--- src/verilog/air_pkg.sv ---
/*
 * Constants for the interrupt routing and offset correction block.
 * Assumes a register port with an 8-bit address and 8-bit data.
 */
package air_pkg;
    localparam logic [7:0] ADDR_WAKE_CFG  = 8'h2C;
    localparam logic [7:0] ADDR_IRQ_EN    = 8'h2D;
    localparam logic [7:0] ADDR_IRQ_ROUTE = 8'h2E;
    localparam logic [7:0] ADDR_OFF_X     = 8'h2F;
    localparam logic [7:0] ADDR_OFF_Y     = 8'h30;
    localparam logic [7:0] ADDR_OFF_Z     = 8'h31;
    localparam logic [7:0] ADDR_SOURCE    = 8'h0C;

    localparam int BIT_ORIENT_WAKE = 5;
    localparam int BIT_FALL_WAKE   = 3;
    localparam int BIT_POLARITY    = 1;
    localparam int BIT_PAD_DRIVE   = 0;
    localparam int BIT_SRC_SLEEP   = 7;
    localparam int BIT_SRC_ORIENT  = 4;
    localparam int BIT_SRC_FALL    = 2;
    localparam int BIT_SRC_READY   = 0;

    localparam logic [7:0] MASK_WAKE_CFG = 8'h2B;
    localparam logic [7:0] MASK_SOURCES  = 8'h95;
    localparam logic [7:0] RESET_CFG     = 8'h00;
    localparam logic [7:0] RESET_OFFSET  = 8'h00;

    localparam int NUM_AXES = 3;
    localparam int NUM_SRC  = 4;
endpackage : air_pkg

--- src/verilog/air_pin_driver.sv ---
/*
 * One interrupt pad: polarity and push-pull or open-drain drive.
 * Assumes the pad logic resolves the wire from output and enable.
 */
`timescale 1ns/1ps
module air_pin_driver (
    input  wire logic clk,
    input  wire logic reset,
    input  wire logic asserted,
    input  wire logic activeHigh,
    input  wire logic openDrain,
    output logic      pinOut,
    output logic      pinOeN
);
    logic nxt_pinOut;
    logic nxt_pinOeN;
    logic pinOut_ff;
    logic pinOeN_ff;

    always_comb begin
        // Asserted level select.
        nxt_pinOut = asserted ~^ activeHigh;
        // Open-drain releases the pin.
        nxt_pinOeN = openDrain && (nxt_pinOut == 1'b1);
    end

    always_ff @(posedge clk) begin
        if (reset) begin
            pinOut_ff <= 1'b1;
            pinOeN_ff <= 1'b0;
        end else begin
            pinOut_ff <= nxt_pinOut;
            pinOeN_ff <= nxt_pinOeN;
        end
    end

    assign pinOut = pinOut_ff;
    assign pinOeN = pinOeN_ff;
endmodule : air_pin_driver

--- src/verilog/air_irq_route.sv ---
/*
 * Interrupt enable, routing, wake control and axis offset registers.
 * Assumes a synchronous register port and event levels from detectors.
 */
`timescale 1ns/1ps
// Overview of operation
// Orientation events wake the system from sleep only when its wake bit is set.
// Fall or motion events wake the system from sleep only when allowed.
// Polarity bit picks the asserted level of both pins; low by default.
// Pad drive bit picks push-pull (default) or open drain for both pins.
// Enable register bits 7, 4, 2, 0 enable the four sources; default off.
// Only enabled sources reach the interrupt pins.
// Routing bit 0 sends a source to pin B, 1 to pin A.
// Any enabled source routed to a pin asserts it; host reads source.
// Each axis has a signed 8-bit offset added to its output.
// The signed offset spans about plus or minus 250 mg per axis.
// Offsets live at 0x2F to 0x31 and reset to zero.
// Unused bits in the three control registers read zero, ignore writes.
module air_irq_route (
    input  wire logic        clk,
    input  wire logic        reset,
    input  wire logic        regWrite,
    input  wire logic        regRead,
    input  wire logic [7:0]  regAddr,
    input  wire logic [7:0]  regWdata,
    output logic      [7:0]  regRdata,
    input  wire logic        asleep,
    input  wire logic        evtSleepWake,
    input  wire logic        evtOrient,
    input  wire logic        evtFallMotion,
    input  wire logic        evtSampleReady,
    input  wire logic [9:0]  axisRaw [air_pkg::NUM_AXES],
    output logic      [9:0]  axisCorrected [air_pkg::NUM_AXES],
    output logic             wakeRequest,
    output logic      [7:0]  irqSource,
    output logic             irq_out_a,
    output logic             irq_out_a_oe_n,
    output logic             irq_out_b,
    output logic             irq_out_b_oe_n
);
    logic [7:0] wakeCfg_ff, nxt_wakeCfg;
    logic [7:0] irqEn_ff, nxt_irqEn;
    logic [7:0] irqRoute_ff, nxt_irqRoute;
    logic [7:0] offset_ff [air_pkg::NUM_AXES];
    logic [7:0] nxt_offset [air_pkg::NUM_AXES];
    logic [7:0] rdata_ff, nxt_rdata;
    logic [7:0] source_ff, nxt_source;
    logic       wake_ff, nxt_wake;
    logic       pinA_ff, nxt_pinA;
    logic       pinB_ff, nxt_pinB;
    logic [9:0] corr_ff [air_pkg::NUM_AXES];
    logic [9:0] nxt_corr [air_pkg::NUM_AXES];
    logic [7:0] events;

    assign events = {evtSleepWake, 2'b00, evtOrient, 1'b0,
                     evtFallMotion, 1'b0, evtSampleReady};

    // Register file next state.
    always_comb begin
        nxt_wakeCfg  = wakeCfg_ff;
        nxt_irqEn    = irqEn_ff;
        nxt_irqRoute = irqRoute_ff;
        for (int i = 0; i < air_pkg::NUM_AXES; i++) begin
            nxt_offset[i] = offset_ff[i];
        end
        if (regWrite) begin
            case (regAddr)
                // Masked control writes.
                air_pkg::ADDR_WAKE_CFG:
                    nxt_wakeCfg = regWdata & air_pkg::MASK_WAKE_CFG;
                // Source enable write.
                air_pkg::ADDR_IRQ_EN:
                    nxt_irqEn = regWdata & air_pkg::MASK_SOURCES;
                // Routing write.
                air_pkg::ADDR_IRQ_ROUTE:
                    nxt_irqRoute = regWdata & air_pkg::MASK_SOURCES;
                // Offset writes.
                air_pkg::ADDR_OFF_X: nxt_offset[0] = regWdata;
                air_pkg::ADDR_OFF_Y: nxt_offset[1] = regWdata;
                air_pkg::ADDR_OFF_Z: nxt_offset[2] = regWdata;
                default: ;
            endcase
        end
    end

    // Read data, interrupt combining, wake and offset application.
    always_comb begin
        logic [7:0] live;
        live = events & irqEn_ff;
        nxt_rdata = rdata_ff;
        if (regRead) begin
            case (regAddr)
                air_pkg::ADDR_WAKE_CFG:  nxt_rdata = wakeCfg_ff;
                air_pkg::ADDR_IRQ_EN:    nxt_rdata = irqEn_ff;
                air_pkg::ADDR_IRQ_ROUTE: nxt_rdata = irqRoute_ff;
                air_pkg::ADDR_OFF_X:     nxt_rdata = offset_ff[0];
                air_pkg::ADDR_OFF_Y:     nxt_rdata = offset_ff[1];
                air_pkg::ADDR_OFF_Z:     nxt_rdata = offset_ff[2];
                air_pkg::ADDR_SOURCE:    nxt_rdata = source_ff;
                default:                 nxt_rdata = 8'h00;
            endcase
        end
        // Enable gates each source.
        nxt_source = live;
        // Any routed source asserts.
        nxt_pinA = |(live & irqRoute_ff);
        nxt_pinB = |(live & ~irqRoute_ff);
        // Orientation wake gate.
        // Fall or motion wake gate.
        nxt_wake = asleep &&
            ((live[air_pkg::BIT_SRC_ORIENT] &&
              wakeCfg_ff[air_pkg::BIT_ORIENT_WAKE]) ||
             (live[air_pkg::BIT_SRC_FALL] &&
              wakeCfg_ff[air_pkg::BIT_FALL_WAKE]));
        // Signed offset added per axis.
        // Range follows the 8-bit sign.
        for (int i = 0; i < air_pkg::NUM_AXES; i++) begin
            nxt_corr[i] = axisRaw[i] + {{2{offset_ff[i][7]}}, offset_ff[i]};
        end
    end

    always_ff @(posedge clk) begin
        if (reset) begin
            wakeCfg_ff  <= air_pkg::RESET_CFG;
            irqEn_ff    <= air_pkg::RESET_CFG;
            irqRoute_ff <= air_pkg::RESET_CFG;
            rdata_ff    <= 8'h00;
            source_ff   <= 8'h00;
            wake_ff     <= 1'b0;
            pinA_ff     <= 1'b0;
            pinB_ff     <= 1'b0;
            for (int i = 0; i < air_pkg::NUM_AXES; i++) begin
                offset_ff[i] <= air_pkg::RESET_OFFSET;
                corr_ff[i]   <= 10'h000;
            end
        end else begin
            wakeCfg_ff  <= nxt_wakeCfg;
            irqEn_ff    <= nxt_irqEn;
            irqRoute_ff <= nxt_irqRoute;
            rdata_ff    <= nxt_rdata;
            source_ff   <= nxt_source;
            wake_ff     <= nxt_wake;
            pinA_ff     <= nxt_pinA;
            pinB_ff     <= nxt_pinB;
            for (int i = 0; i < air_pkg::NUM_AXES; i++) begin
                offset_ff[i] <= nxt_offset[i];
                corr_ff[i]   <= nxt_corr[i];
            end
        end
    end

    assign regRdata      = rdata_ff;
    assign irqSource     = source_ff;
    assign wakeRequest   = wake_ff;
    assign axisCorrected = corr_ff;

    // The pad stage adds one cycle so pins lag the source register by one.
    air_pin_driver padA (
        .clk        (clk),
        .reset      (reset),
        .asserted   (pinA_ff),
        .activeHigh (wakeCfg_ff[air_pkg::BIT_POLARITY]),
        .openDrain  (wakeCfg_ff[air_pkg::BIT_PAD_DRIVE]),
        .pinOut     (irq_out_a),
        .pinOeN     (irq_out_a_oe_n)
    );
    air_pin_driver padB (
        .clk        (clk),
        .reset      (reset),
        .asserted   (pinB_ff),
        .activeHigh (wakeCfg_ff[air_pkg::BIT_POLARITY]),
        .openDrain  (wakeCfg_ff[air_pkg::BIT_PAD_DRIVE]),
        .pinOut     (irq_out_b),
        .pinOeN     (irq_out_b_oe_n)
    );
endmodule : air_irq_route

--- config.mk ---
export PLATFORM = sky130hd
export DESIGN_NAME = air_irq_route
export DESIGN_NICKNAME = d
export VERILOG_FILES = /design/src/verilog/air_pkg.sv /design/src/verilog/air_pin_driver.sv /design/src/verilog/air_irq_route.sv
export SDC_FILE = /design/constraint.sdc
export NUM_CORES = 1
export LEC_CHECK = 0
export ABC_AREA = 1
export BUFFER_PORTS_ARGS = -buffer_cell sky130_fd_sc_hd__buf_4
export CORE_AREA = 10 10 101 103
export DETAILED_ROUTE_END_ITERATION = 16
export DIE_AREA = 0 0 111 113
export PLACE_DENSITY = 0.82
export SKIP_CTS_REPAIR_TIMING = 1
export SLEW_MARGIN = 20
export SYNTH_ARGS = -nofsm -noshare
export SYNTH_HDL_FRONTEND = slang
export SYNTH_SLANG_ARGS = --single-unit
--- constraint.sdc ---
create_clock -name clk -period 2.6 [get_ports clk]
set_clock_uncertainty 0.15 [all_clocks]
set_input_delay 0.78 -clock clk [delete_from_list [all_inputs] [get_ports clk]]
set_output_delay 0.78 -clock clk [all_outputs]
set_load 0.01 [all_outputs]
==> results of run 1 <==
## cells by family (layout without fill, tap and decap cells)
logic type | after synthesis | in the layout
and+or+nand+nor | 219 | 219
AOI/OAI and AO/OA | 159 | 159
buffers and inverters | 91 | 194
DFF | 85 | 85
adders and majority gates | 30 | 30
xor gates and xnor gates | 5 | 5
other | 1 | 4
## worst max-delay path, delay by kind of cell
| family | cells | cell delay (ns) |
|---|---|---|
| buffers and inverters | 3 | 0.24 |
| AND/OR/NAND/NOR | 6 | 0.54 |
| adder cells (fa/ha/maj) | 2 | 0.54 |
| AO/OA/AOI/OAI | 1 | 0.15 |
## layout by cell type, fill, tap and decap left out, types with 2 or more instances in the layout
cell type and count:
sky130_fd_sc_hd__buf_4 106, sky130_fd_sc_hd__nand2_1 88, sky130_fd_sc_hd__dfxtp_1 85, sky130_fd_sc_hd__a21oi_1 73
sky130_fd_sc_hd__inv_1 72, sky130_fd_sc_hd__o21ai_0 67, sky130_fd_sc_hd__nor2_1 56, sky130_fd_sc_hd__nand3_1 46
sky130_fd_sc_hd__ha_1 27, sky130_fd_sc_hd__nor3_1 13, sky130_fd_sc_hd__clkbuf_8 9, sky130_fd_sc_hd__nor2_4 5
sky130_fd_sc_hd__nand3_2 5, sky130_fd_sc_hd__xor2_1 5, sky130_fd_sc_hd__o22ai_1 5, sky130_fd_sc_hd__conb_1 4
sky130_fd_sc_hd__a21o_1 3, sky130_fd_sc_hd__o21a_1 3, sky130_fd_sc_hd__nand2_2 3, sky130_fd_sc_hd__fa_1 3
sky130_fd_sc_hd__clkinv_4 3, sky130_fd_sc_hd__nor2_2 2, sky130_fd_sc_hd__a31oi_1 2, sky130_fd_sc_hd__o211ai_1 2
sky130_fd_sc_hd__clkinvlp_4 2
## worst min path at each step
stage                start          end  slack [ns]  cells after the start
5_1_grt        regRdata[3]  regRdata[3]        0.35                      2
6_report       regRdata[6]  regRdata[6]        0.32                      2
3_3_place_gp   irqEn_ff[4]  irqEn_ff[4]        0.30                      2
3_5_place_dp       pinB_ff  padB.pinOut        0.31                      2
4_1_cts        regRdata[6]  regRdata[6]        0.32                      2
2_1_floorplan  irqEn_ff[0]  irqEn_ff[0]        0.29                      2
## registers in the layout (all words and copies together), names as in the netlist
name / flops
irqEn_ff: 4
padA.pinOut: 1
axisCorrected: 30
wakeCfg_ff: 4
padB.pinOut: 1
irqRoute_ff: 4
wakeRequest: 1
pinB_ff: 1
regRdata: 8
pinA_ff: 1
padB.pinOeN: 1
offset_ff: 24
irqSource: 4
padA.pinOeN: 1
## metal layers
layer | up-vias | GRT usage | wire length, um
li1 | 2160 | - | -
met1 | 1905 | 0.219 | 5060
met2 | 135 | 0.319 | 5700
met3 | 18 | 0.0465 | 756
met4 | 0 | 0.0677 | 227
met5 | - | 0 | 0
## stage by stage
| stage | total power [mW] | cells | area [um2] | worst slack, ns |
|---|---|---|---|---|
| floorplan | 1.51 | 593 | 4340 | 0.312 |
| finish | 2.48 | 801 | 5350 | 0.439 |
| global placement | 1.65 | 786 | 5170 | 0.118 |
| detailed placement | 1.66 | 786 | 5170 | 0.0863 |
| global route | 2.57 | 801 | 5350 | 0.204 |
| CTS | 2.49 | 801 | 5350 | 0.454 |
## final cells by class
cell class              instances  share of cell area
multi-input cells             417               0.424
flip-flops and latches         85               0.318
repair buffers                106               0.149
inverters                      73              0.0513
well taps                     105              0.0246
clock buffers                   9              0.0232
clock inverters                 6             0.00936
## power by group through the flow
stage	logic, mW	registers (mW)	clock network (mW)
4_1_cts	0.291	1.34	0.864
6_report	0.289	1.34	0.853
3_3_place_gp	0.284	1.37	0
2_1_floorplan	0.129	1.38	0
5_1_grt	0.324	1.34	0.910
3_5_place_dp	0.290	1.37	0
==> reports/results.md, run 1 <==
| Group | Item | Value |
|:---|:---|:---|
| run status | Result of the run | finished clean |
| layout | Total number of nets in the final design | 777 |
| placed design | Port Buffers | 101 |
| route | Total wirelength of the detailed-routed design | 11.7 mm |
| timing | Max Slew Vio Count | 0 |
| synthesis | Area share of fa/ha/maj cells after synthesis | 0.0919 |
| timing | Hold Worst Slack | 0.320 ns |
| route | Via total after detailed routing | 4,218 |
| timing | Top achievable clock speed | 463 MHz |
| placed design | Global placement routability congestion | 0.871 |
| critical path | Startpoint of the most critical register-to-register path | offset_ff[0][0] |
| timing | Final critical path time including I/O delays and setup | 2.16 ns |
| synthesis | Distinct cells, synth | 31 |
| layout | Filler Cells Inserted | 727 |
| synthesis | Share of synthesized area occupied by flip-flops and latches | 0.393 |
| timing | Unrepaired setup endpoints after global routing | no |
| timing | Share of the clock period used by the worst path | 0.831 |
| layout | Final core utilization | 0.657 |
| timing | Setup TNS Final | 0 ns |
| grt | Largest net degree at the start of global routing | 47 |
| clock tree | Clock-pin slew of the registers on the worst-case setup and hold paths | 0.09 ns |
| floorplan | Initial Utilization | 0.532 |
| layout | Antenna diode instance count | 0 |
| synthesis | Most instantiated library cell after synthesis | sky130_fd_sc_hd__nand2_1 |
| route | Final antenna-violating net count | 0 |
| route | DR iter-0 viols | 218 |
| clock tree | Clock H-tree levels | 3 |
| synthesis | Post-synthesis async set-or-reset flop share | 0 |
| synthesis | Synthesized cell area | 4330 um2 |
| pwr | Leak Pwr | 2.52 nW |
| critical path | FF-to-FF End | axisCorrected[28] |
| pwr | Net switching share of the total power | 0.271 |
| synthesis | Cell types with the largest area share after synthesis | sky130_fd_sc_hd__dfxtp_1 39%, sky130_fd_sc_hd__a21oi_1 8.4%, sky130_fd_sc_hd__ha_1 7.8%, sky130_fd_sc_hd__o21ai_0 7.7%, sky130_fd_sc_hd__nand2_1 7.6% |
| synthesis | Average cell area after synthesis | 7.34 um2 |
| flow run | Count of max-cap constraint violations | 0 |
| clock tree | Number of buffers between clock root and the deepest sink | 2 |
| floorplan | Core ar. | 8130 um2 |
| synthesis | Xor/xnor cell area share of the yosys netlist | 0.0101 |
| synthesis | Cell type with the largest total area after synthesis | sky130_fd_sc_hd__dfxtp_1 |
| route | DRC errors left | 0 |
| grt | Initial antenna violation count | 0 |
| synthesis | Combinational family with the most area after synthesis | simple AND/OR/NAND/NOR gates |
| critical path | Capturing instance or port of the critical path | axisCorrected[28] |
| layout | Area taken by multi-input logic gates | 2270 um2 |
| floorplan | Die X | 111 um |
| grt | Combined global-route utilization of all metal layers | 0.185 |
| critical path | Most numerous cell on the critical path | sky130_fd_sc_hd__nand2_1 |
| critical path | Critical path launch point | axisRaw[20] |
| pwr | Switch Pwr | 673 uW |
| critical path | Cell breakdown of the critical path | buf_4, ha_1, inv_1, fa_1, inv_1, nand3_1, nand2_1, nand2_1, nor2_1, nand2_1, a21oi_1, nor2_1 |
| synthesis | Portion of synthesized cell area occupied by the leading cell type | 0.393 |
| critical path | Maximum fanout along the worst path | 4 |
| critical path | Kind of critical path | in2reg |
| pwr | Power density over cell area | 464 nW/um2 |
| placed design | Final HPWL DP | 9.32 mm |
| synthesis | Multiplexer fraction of the synthesized cell area | 0 |
| critical path | Endpoint kind of the worst setup timing path | register |
| route | DR pass1 iterations | 4 |
| timing | Setup-violating endpoint count in the final report | 0 |
| pwr | Maximum VDD drop | 0.278 mV |
| synthesis | Synthesized-area fraction occupied by ao, oa, aoi and oai cells | 0.192 |
| route | Routed length per instance | 14.7 um |
| synthesis | Area fraction in and, or, nand and nor cells after synthesis | 0.226 |
| pwr | Internal Dissipation | 1.81 mW |
| critical path | Standard cell with the maximum stage delay on the critical path | sky130_fd_sc_hd__fa_1 |
| layout | Layout cells sized above 1 | 0.197 |
| critical path | Crit path launch type | primary input |
| critical path | R2R Setup Slk | 0.54 ns |
| pwr | Proportion of power drawn by combinational gates | 0.117 |
| grt | Global-route wire length before repair | 19.5 mm |
| synthesis | Synthesized instance count | 590 |
| synthesis | Top FF cell, synth | sky130_fd_sc_hd__dfxtp_1 |
| clock tree | Number of clock sinks | 85 |
| floorplan | Number of top-level pins | 106 |
| synthesis | Number of register bits inferred by synthesis | 85 |
| grt | Vias in the first global route | 4,156 |
| layout | Area growth syn-to-layout | 23.4% |
| synthesis | Ranking of synthesized cells by instance count | 88 x sky130_fd_sc_hd__nand2_1, 85 x sky130_fd_sc_hd__dfxtp_1, 73 x sky130_fd_sc_hd__a21oi_1, 72 x sky130_fd_sc_hd__inv_1, 67 x sky130_fd_sc_hd__o21ai_0 |
| clock tree | Number of CTS-inserted buffers | 9 |
| clock tree | Clock latency at the later pin of the worst-skew pair | 0.37 ns |
| critical path | Data required time of the worst path | 2.71 ns |
| clock tree | CTS tree | built |
| floorplan | Number of placement rows | 33 |
| critical path | Depth of the most critical reg-to-reg path | 11 |
| floorplan | Floorplan die area | 12,500 um2 |
| floorplan | Die height | 113 um |
| synthesis | Yosys warnings | 0 |
| synthesis | Number of synthesized flops with an enable pin | 0 |
| critical path | Largest stage delay on the critical path | 0.35 ns |
| pwr | Sequential power share | 0.539 |
| pwr | Part of the power in the clock network | 0.344 |
| grt | Global route total overflow | 0 |
| min path | Kind of path behind the tightest hold check | reg2reg |
| route | Routed via count divided by cell count | 5.27 |
| timing | Fin. Hold Viols | 0 |
| critical path | Arrival @ worst endpoint | 2.27 ns |
| clock tree | Clock Root Buffer | sky130_fd_sc_hd__clkbuf_8 |
| layout | Sequential Area | 1700 um2 |
Power figures use the tool's default switching activity.
==> run 2, diff against run 1 <==
Clock period 2.6 ns to 2 ns, I/O delays scaled along.
==> run 2 against run 1 <==
Final cell count is 2.5% higher. Design area grew 4.3%. Utilization increased by 2.8 points. Critical path depth fell by 1. Flip-flop and latch count unchanged. Largest power group unchanged.
==> reports/results.md, run 2 (synthesized netlist as in run 1, its figures left out) <==
| Group | Item | Value | Change |
|:---|:---|:---|:---|
| run status | Result of the run | finished clean |  |
| timing | Share of the clock period used by the worst path | 0.961 |  |
| floorplan | Die X | 111 um | unchanged |
| min path | Hold path endpoint | irqEn_ff[7] |  |
| grt | Largest net degree at the start of global routing | 33 | -30% |
| layout | Total number of nets in the final design | 796 | +2.4% |
| route | Via total after detailed routing | 4,291 | +1.7% |
| timing | Top achievable clock speed | 520 MHz |  |
| critical path | Arrival @ worst endpoint | 2.08 ns | -0.19 ns |
| critical path | FF-to-FF End | axisCorrected[6] |  |
| floorplan | Number of top-level pins | 106 | unchanged |
| critical path | Startpoint of the most critical register-to-register path | offset_ff[0][16] |  |
| route | DR pass1 iterations | 5 | +1 |
| layout | Highest-count cells in the layout ignoring fill and taps | 122 x sky130_fd_sc_hd__buf_4, 87 x sky130_fd_sc_hd__nand2_1, 82 x sky130_fd_sc_hd__dfxtp_1 |  |
| grt | Combined global-route utilization of all metal layers | 0.183 | -0.00265 |
| pwr | Power density over cell area | 605 nW/um2 | +30% |
| critical path | Endpoint kind of the worst setup timing path | register |  |
| route | Routed length per instance | 14.5 um | -1.0% |
| timing | Unrepaired setup endpoints after global routing | yes |  |
| floorplan | Floorplan die area | 12,500 um2 | unchanged |
| clock tree | Clock latency at the later pin of the worst-skew pair | 0.36 ns | about the same |
| flow run | Count of max-cap constraint violations | 0 | unchanged |
| clock tree | Clock H-tree levels | 3 | unchanged |
| layout | Post-route cell area | 5570 um2 | +4.3% |
| timing | Max Slew Vio Count | 0 | unchanged |
| grt | Initial antenna violation count | 0 | unchanged |
| clock tree | Number of CTS-inserted buffers | 9 | unchanged |
| clock tree | Clock-pin slew of the registers on the worst-case setup and hold paths | 0.09 ns | about the same |
| placed design | Global placement routability congestion | 0.874 | +0.33% |
| timing | Setup-violating endpoint count in the final report | 0 | unchanged |
| route | DR iter-0 viols | 193 | -11% |
| min path | Launch instance of the worst min-delay path | irqEn_ff[7] |  |
| critical path | Depth of the most critical reg-to-reg path | 11 | unchanged |
| critical path | Critical path launch point | offset_ff[0][16] |  |
| layout | Layout cells sized above 1 | 0.229 | +0.0322 |
| floorplan | Initial Utilization | 0.532 | unchanged |
| critical path | Kind of critical path | reg2reg |  |
| layout | Commonest non-fill, non-tap cell in the layout | sky130_fd_sc_hd__buf_4 |  |
| min path | Kind of path behind the tightest hold check | reg2reg |  |
| min path | Cell depth of the worst min-delay path | 2 | unchanged |
| layout | Antenna diode instance count | 0 | unchanged |
| timing | Final critical path time including I/O delays and setup | 1.92 ns |  |
| route | Routed via count divided by cell count | 5.23 | -0.75% |
| timing | Min setup slack post-route | 0.0777 ns | -0.361 ns |
| placed design | Final HPWL DP | 9.39 mm | +0.76% |
| route | Final antenna-violating net count | 0 | unchanged |
| layout | Area growth syn-to-layout | 28.7% |  |
| clock tree | Number of clock sinks | 85 | unchanged |
| grt | Global-route wire length before repair | 19.3 mm | -0.95% |
| critical path | Crit path launch type | register |  |
| clock tree | CTS tree | built |  |
| critical path | Maximum fanout along the worst path | 3 | -1 |
| placed design | Total cell area at the placement stage | 5370 um2 | +3.8% |
| pwr | Maximum VDD drop | 0.387 mV | +39% |
| floorplan | Number of placement rows | 33 | unchanged |
| route | Total wirelength of the detailed-routed design | 11.9 mm | +1.5% |
| floorplan | Die height | 113 um | unchanged |
| floorplan | Core ar. | 8130 um2 | unchanged |
| critical path | Data required time of the worst path | 2.15 ns | -0.56 ns |
| placed design | Pre-CTS WS | -0.214 ns | -0.301 ns |
| grt | Global route total overflow | 0 | unchanged |
| timing | Setup TNS Final | 0 ns | unchanged |
| grt | Vias in the first global route | 4,142 | -0.34% |
| timing | Fin. Hold Viols | 0 | unchanged |
| route | DRC errors left | 0 | unchanged |
| placed design | Port Buffers | 101 | unchanged |
| layout | Max FFs per register | 30 | unchanged |
| clock tree | Number of buffers between clock root and the deepest sink | 2 | unchanged |
| pwr | Leak Pwr | 2.63 nW | +4.5% |
| clock tree | Clock Root Buffer | sky130_fd_sc_hd__clkbuf_8 |  |
| critical path | R2R Setup Slk | 0.08 ns | -0.46 ns |
-- run 2: cell types whose count changed in the layout (fill, tap and decap cells not counted), moves of 3 or more --
| cell | before | now |
|---|---|---|
| sky130_fd_sc_hd__buf_12 | 0 | 3 |
| sky130_fd_sc_hd__buf_4 | 106 | 122 |
| sky130_fd_sc_hd__dfxtp_1 | 85 | 82 |
| sky130_fd_sc_hd__dfxtp_2 | 0 | 3 |
-- run 2: power by group --
| part | total (mW) | internal (mW) | switching (mW) |
|---|---|---|---|
| sequential | 1.74 | 1.73 | 0.00987 |
| combinational | 0.397 | 0.183 | 0.214 |
| clock | 1.24 | 0.581 | 0.656 |
| total | 3.37 | 2.49 | 0.880 |
-- run 2: stage by stage --
step                utilization  cells  power, mW  hold WS [ns]
global route              0.685    821       3.50         0.346
detailed placement        0.660    805       2.17         0.302
CTS                       0.684    821       3.38         0.314
floorplan                     -    593       1.96         0.287
finish                    0.685    821       3.37         0.314
global placement          0.660    805       2.16         0.297
-- run 2: critical path, cell delays in order, from the launching register on --
cell                      delay, ns
sky130_fd_sc_hd__dfxtp_2       0.37
sky130_fd_sc_hd__ha_1          0.17
sky130_fd_sc_hd__inv_1         0.06
sky130_fd_sc_hd__fa_1          0.37
sky130_fd_sc_hd__inv_2         0.07
sky130_fd_sc_hd__nand3_1       0.09
sky130_fd_sc_hd__nand2_2       0.11
sky130_fd_sc_hd__nand2_1       0.08
sky130_fd_sc_hd__o21a_1        0.19
sky130_fd_sc_hd__nand2_1       0.06
sky130_fd_sc_hd__nand2_1       0.05
sky130_fd_sc_hd__nor2_1        0.09
-- run 2: worst max path at each step --
stage / to / cells after the start
final: axisCorrected[6] / 11
after global routing: axisCorrected[6] / 11
after CTS: axisCorrected[6] / 11
after detailed placement: axisCorrected[6] / 12
after global placement: axisCorrected[6] / 11
after floorplan: axisCorrected[28] / 11
-- run 2: metal layers --
metal	track usage	routed length, um	vias up
li1	-	-	2201
met1	0.214	5200	1934
met2	0.321	5760	138
met3	0.0428	732	18
met4	0.0608	224	0
met5	0	0	-
-- run 2: cell type report --
class                   count  area (um2)
inverters                  73         274
clock buffers               9         124
flip-flops and latches     85        1710
multi-input cells         417        2290
fillers                   703        2560
repair buffers            125         976
well taps                 105         131
clock inverters             7        76.3
==> run 3, diff against run 2 <==
==> constraint.sdc (replaced) <==
create_clock -name clk -period 2 [get_ports clk]
set_clock_uncertainty 0.15 [all_clocks]
set_input_delay 0.4 -clock clk [delete_from_list [all_inputs] [get_ports clk]]
set_output_delay 0.4 -clock clk [all_outputs]
set_load 0.01 [all_outputs]
==> run 3 against run 2 <==
Sequential power about the same. Total power increased by 4.7%. Register-to-register slack improved by 0.04 ns. Worst setup slack improved by 0.040 ns. Via count decreased by 0.14%. Combinational power decreased by 4%. Count of clock-buffer cells in the layout increased by 2. Non-clock buffer count decreased by 15. Global-route usage increased by 0.63 points. Hold slack got worse by 0.21 ns. Critical path depth decreased by 1. Die area unchanged. Critical endpoint unchanged. Highest routed layer unchanged.
==> reports/results.md, run 3 (synthesized netlist as in run 1, its figures left out) <==
| Group | Item | Value | Change |
|:---|:---|:---|:---|
| critical path | Data required time of the worst path | 2.11 ns | -0.04 ns |
| grt | Global route total overflow | 0 | unchanged |
| grt | Global-route wire length before repair | 19.9 mm | +3.1% |
| floorplan | Number of top-level pins | 106 | unchanged |
| timing | Setup-violating endpoint count in the final report | 0 | unchanged |
| clock tree | Clock latency at the later pin of the worst-skew pair | 0.36 ns | about the same |
| placed design | Port Buffers | 101 | unchanged |
| grt | Combined global-route utilization of all metal layers | 0.189 | +0.00629 |
| pwr | Switch Pwr | 859 uW | -2.4% |
| timing | Min setup slack post-route | 0.118 ns | +0.0401 ns |
| critical path | Buf+Inv Stages, Crit Path | 2 | unchanged |
| pwr | Part of the power in the clock network | 0.399 | +0.032 |
| critical path | Crit path launch type | register |  |
| grt | Initial antenna violation count | 0 | unchanged |
| layout | Layout cells sized above 1 | 0.211 | -0.0179 |
| critical path | Cell breakdown of the critical path | ha_1, inv_1, fa_1, inv_1, nand3_1, nand2_2, nand2_1, o21a_1, nor2_1, nor2_1 |  |
| layout | Highest-count cells in the layout ignoring fill and taps | 109 x sky130_fd_sc_hd__buf_4, 86 x sky130_fd_sc_hd__nand2_1, 82 x sky130_fd_sc_hd__dfxtp_1 |  |
| clock tree | Number of CTS-inserted buffers | 9 | unchanged |
| critical path | Endpoint kind of the worst setup timing path | register |  |
| route | DR iter-0 viols | 219 | +13% |
| clock tree | Clock-pin slew of the registers on the worst-case setup and hold paths | 0.09 ns | about the same |
| critical path | Largest stage delay on the critical path | 0.35 ns | -0.02 ns |
| pwr | Net switching share of the total power | 0.243 | -0.0177 |
| critical path | Kind of critical path | reg2reg |  |
| floorplan | Die X | 111 um | unchanged |
| placed design | Final HPWL DP | 9.52 mm | +1.4% |
| placed design | Global placement routability congestion | 0.874 | about the same |
| floorplan | Number of placement rows | 33 | unchanged |
| floorplan | Floorplan die area | 12,500 um2 | unchanged |
| placed design | Placed Cells incl. Taps | 789 | -2.0% |
| run status | Result of the run | finished clean |  |
| timing | Final critical path time including I/O delays and setup | 1.88 ns | -0.0401 ns |
| pwr | Total power draw | 3.53 mW | +4.7% |
| route | Routed length per instance | 15.0 um | +3.2% |
| pwr | Leak Pwr | 2.58 nW | -1.9% |
| layout | Max FFs per register | 30 | unchanged |
| floorplan | Core ar. | 8130 um2 | unchanged |
| clock tree | Number of clock sinks | 85 | unchanged |
| grt | Vias in the first global route | 4,222 | +1.9% |
| floorplan | Initial Utilization | 0.532 | unchanged |
| layout | Total number of nets in the final design | 781 | -1.9% |
| grt | Largest net degree at the start of global routing | 63 | +91% |
| route | Total wirelength of the detailed-routed design | 12.1 mm | +1.3% |
| pwr | Proportion of power drawn by combinational gates | 0.109 | -0.009 |
| critical path | Cell type group with the largest total delay on the critical path | adder cells |  |
| timing | Share of the clock period used by the worst path | 0.941 | -0.0201 |
| timing | Fin. Hold Viols | 0 | unchanged |
| min path | Kind of path behind the tightest hold check | in2reg |  |
| timing | Unrepaired setup endpoints after global routing | yes |  |
| critical path | Arrival @ worst endpoint | 1.99 ns | -0.09 ns |
| clock tree | Number of buffers between clock root and the deepest sink | 2 | unchanged |
| placed design | Pre-CTS WS | -0.0762 ns | +0.138 ns |
| clock tree | Clock H-tree levels | 3 | unchanged |
| flow run | Count of max-cap constraint violations | 0 | unchanged |
| timing | Top achievable clock speed | 531 MHz | +2.1% |
| clock tree | Clock Root Buffer | sky130_fd_sc_hd__clkbuf_8 |  |
| layout | Antenna diode instance count | 0 | unchanged |
| critical path | Maximum fanout along the worst path | 3 | unchanged |
| route | Routed via count divided by cell count | 5.32 | +1.7% |
| route | Final antenna-violating net count | 0 | unchanged |
| timing | Max Slew Vio Count | 0 | unchanged |
| route | Via total after detailed routing | 4,285 | -0.14% |
| pwr | Internal Dissipation | 2.67 mW | +7.2% |
| pwr | Sequential power share | 0.492 | -0.023 |
| pwr | Maximum VDD drop | 0.385 mV | -0.34% |
| layout | Filler-free cell count of the finished design | 806 | -1.8% |
| critical path | Standard cell with the maximum stage delay on the critical path | sky130_fd_sc_hd__fa_1 |  |
| clock tree | CTS tree | built |  |
| route | DR pass1 iterations | 5 | unchanged |
| route | DRC errors left | 0 | unchanged |
| layout | Area growth syn-to-layout | 26.1% |  |
| pwr | Power density over cell area | 646 nW/um2 | +6.9% |
| floorplan | Die height | 113 um | unchanged |
| layout | Commonest non-fill, non-tap cell in the layout | sky130_fd_sc_hd__buf_4 |  |
[run 3: cell types whose count changed in the layout (fill, tap and decap cells not counted), sizes merged]
cell / change
bufinv: +1
clkbuf: +2
buf: -15
clkinvlp: -2
clkinv: -1
[run 3: worst min-delay path, stage by stage]
cell and delay (ns):
sky130_fd_sc_hd__buf_4 0.07, sky130_fd_sc_hd__nand2_1 0.04, sky130_fd_sc_hd__nor2_1 0.07
[run 3: worst paths after layout]
| path | slack [ns] | end | startpoint | cells after the start |
|---|---|---|---|---|
| worst max-delay path | 0.12 | axisCorrected[6] | offset_ff[0][16] | 10 |
| worst min register to register | 0.32 | offset_ff[0][0] | offset_ff[0][0] | 2 |
| worst max register to register | 0.12 | axisCorrected[6] | offset_ff[0][16] | 10 |
| worst min-delay path | 0.11 | wakeRequest | asleep | 3 |
[run 3: final cells by class]
type | instances | area (um2)
fill | 700 | 2680
sequential | 85 | 1710
tap | 105 | 131
inverter | 73 | 274
clock inverter | 5 | 82.6
timing repair buffer | 110 | 838
multi-input combinational | 417 | 2280
clock buffer | 11 | 151
[run 3: power groups by stage]
stage	registers [mW]	clock network [mW]	logic, mW
2_1_floorplan	1.79	0	0.168
3_3_place_gp	1.78	0	0.371
3_5_place_dp	1.78	0	0.381
4_1_cts	1.74	1.42	0.382
5_1_grt	1.74	1.49	0.426
6_report	1.74	1.41	0.383
[run 3: stage by stage]
step | hold slack (ns) | utilization | TNS [ns] | cell area, um2
after floorplan | 0.287 | - | 0 | 4340
after global placement | 0.303 | 0.640 | -0.0459 | 5210
after detailed placement | 0.307 | 0.640 | -0.135 | 5210
after CTS | 0.101 | 0.669 | 0 | 5440
after global routing | 0.122 | 0.671 | -0.0276 | 5460
final | 0.106 | 0.671 | 0 | 5460
[run 3: layer usage]
layer | share of wire | GRT usage | up-vias
li1 | - | - | 2167
met5 | 0 | 0 | -
met4 | 0.018 | 0.0625 | 0
met3 | 0.061 | 0.0465 | 18
met1 | 0.43 | 0.220 | 1973
met2 | 0.49 | 0.332 | 127
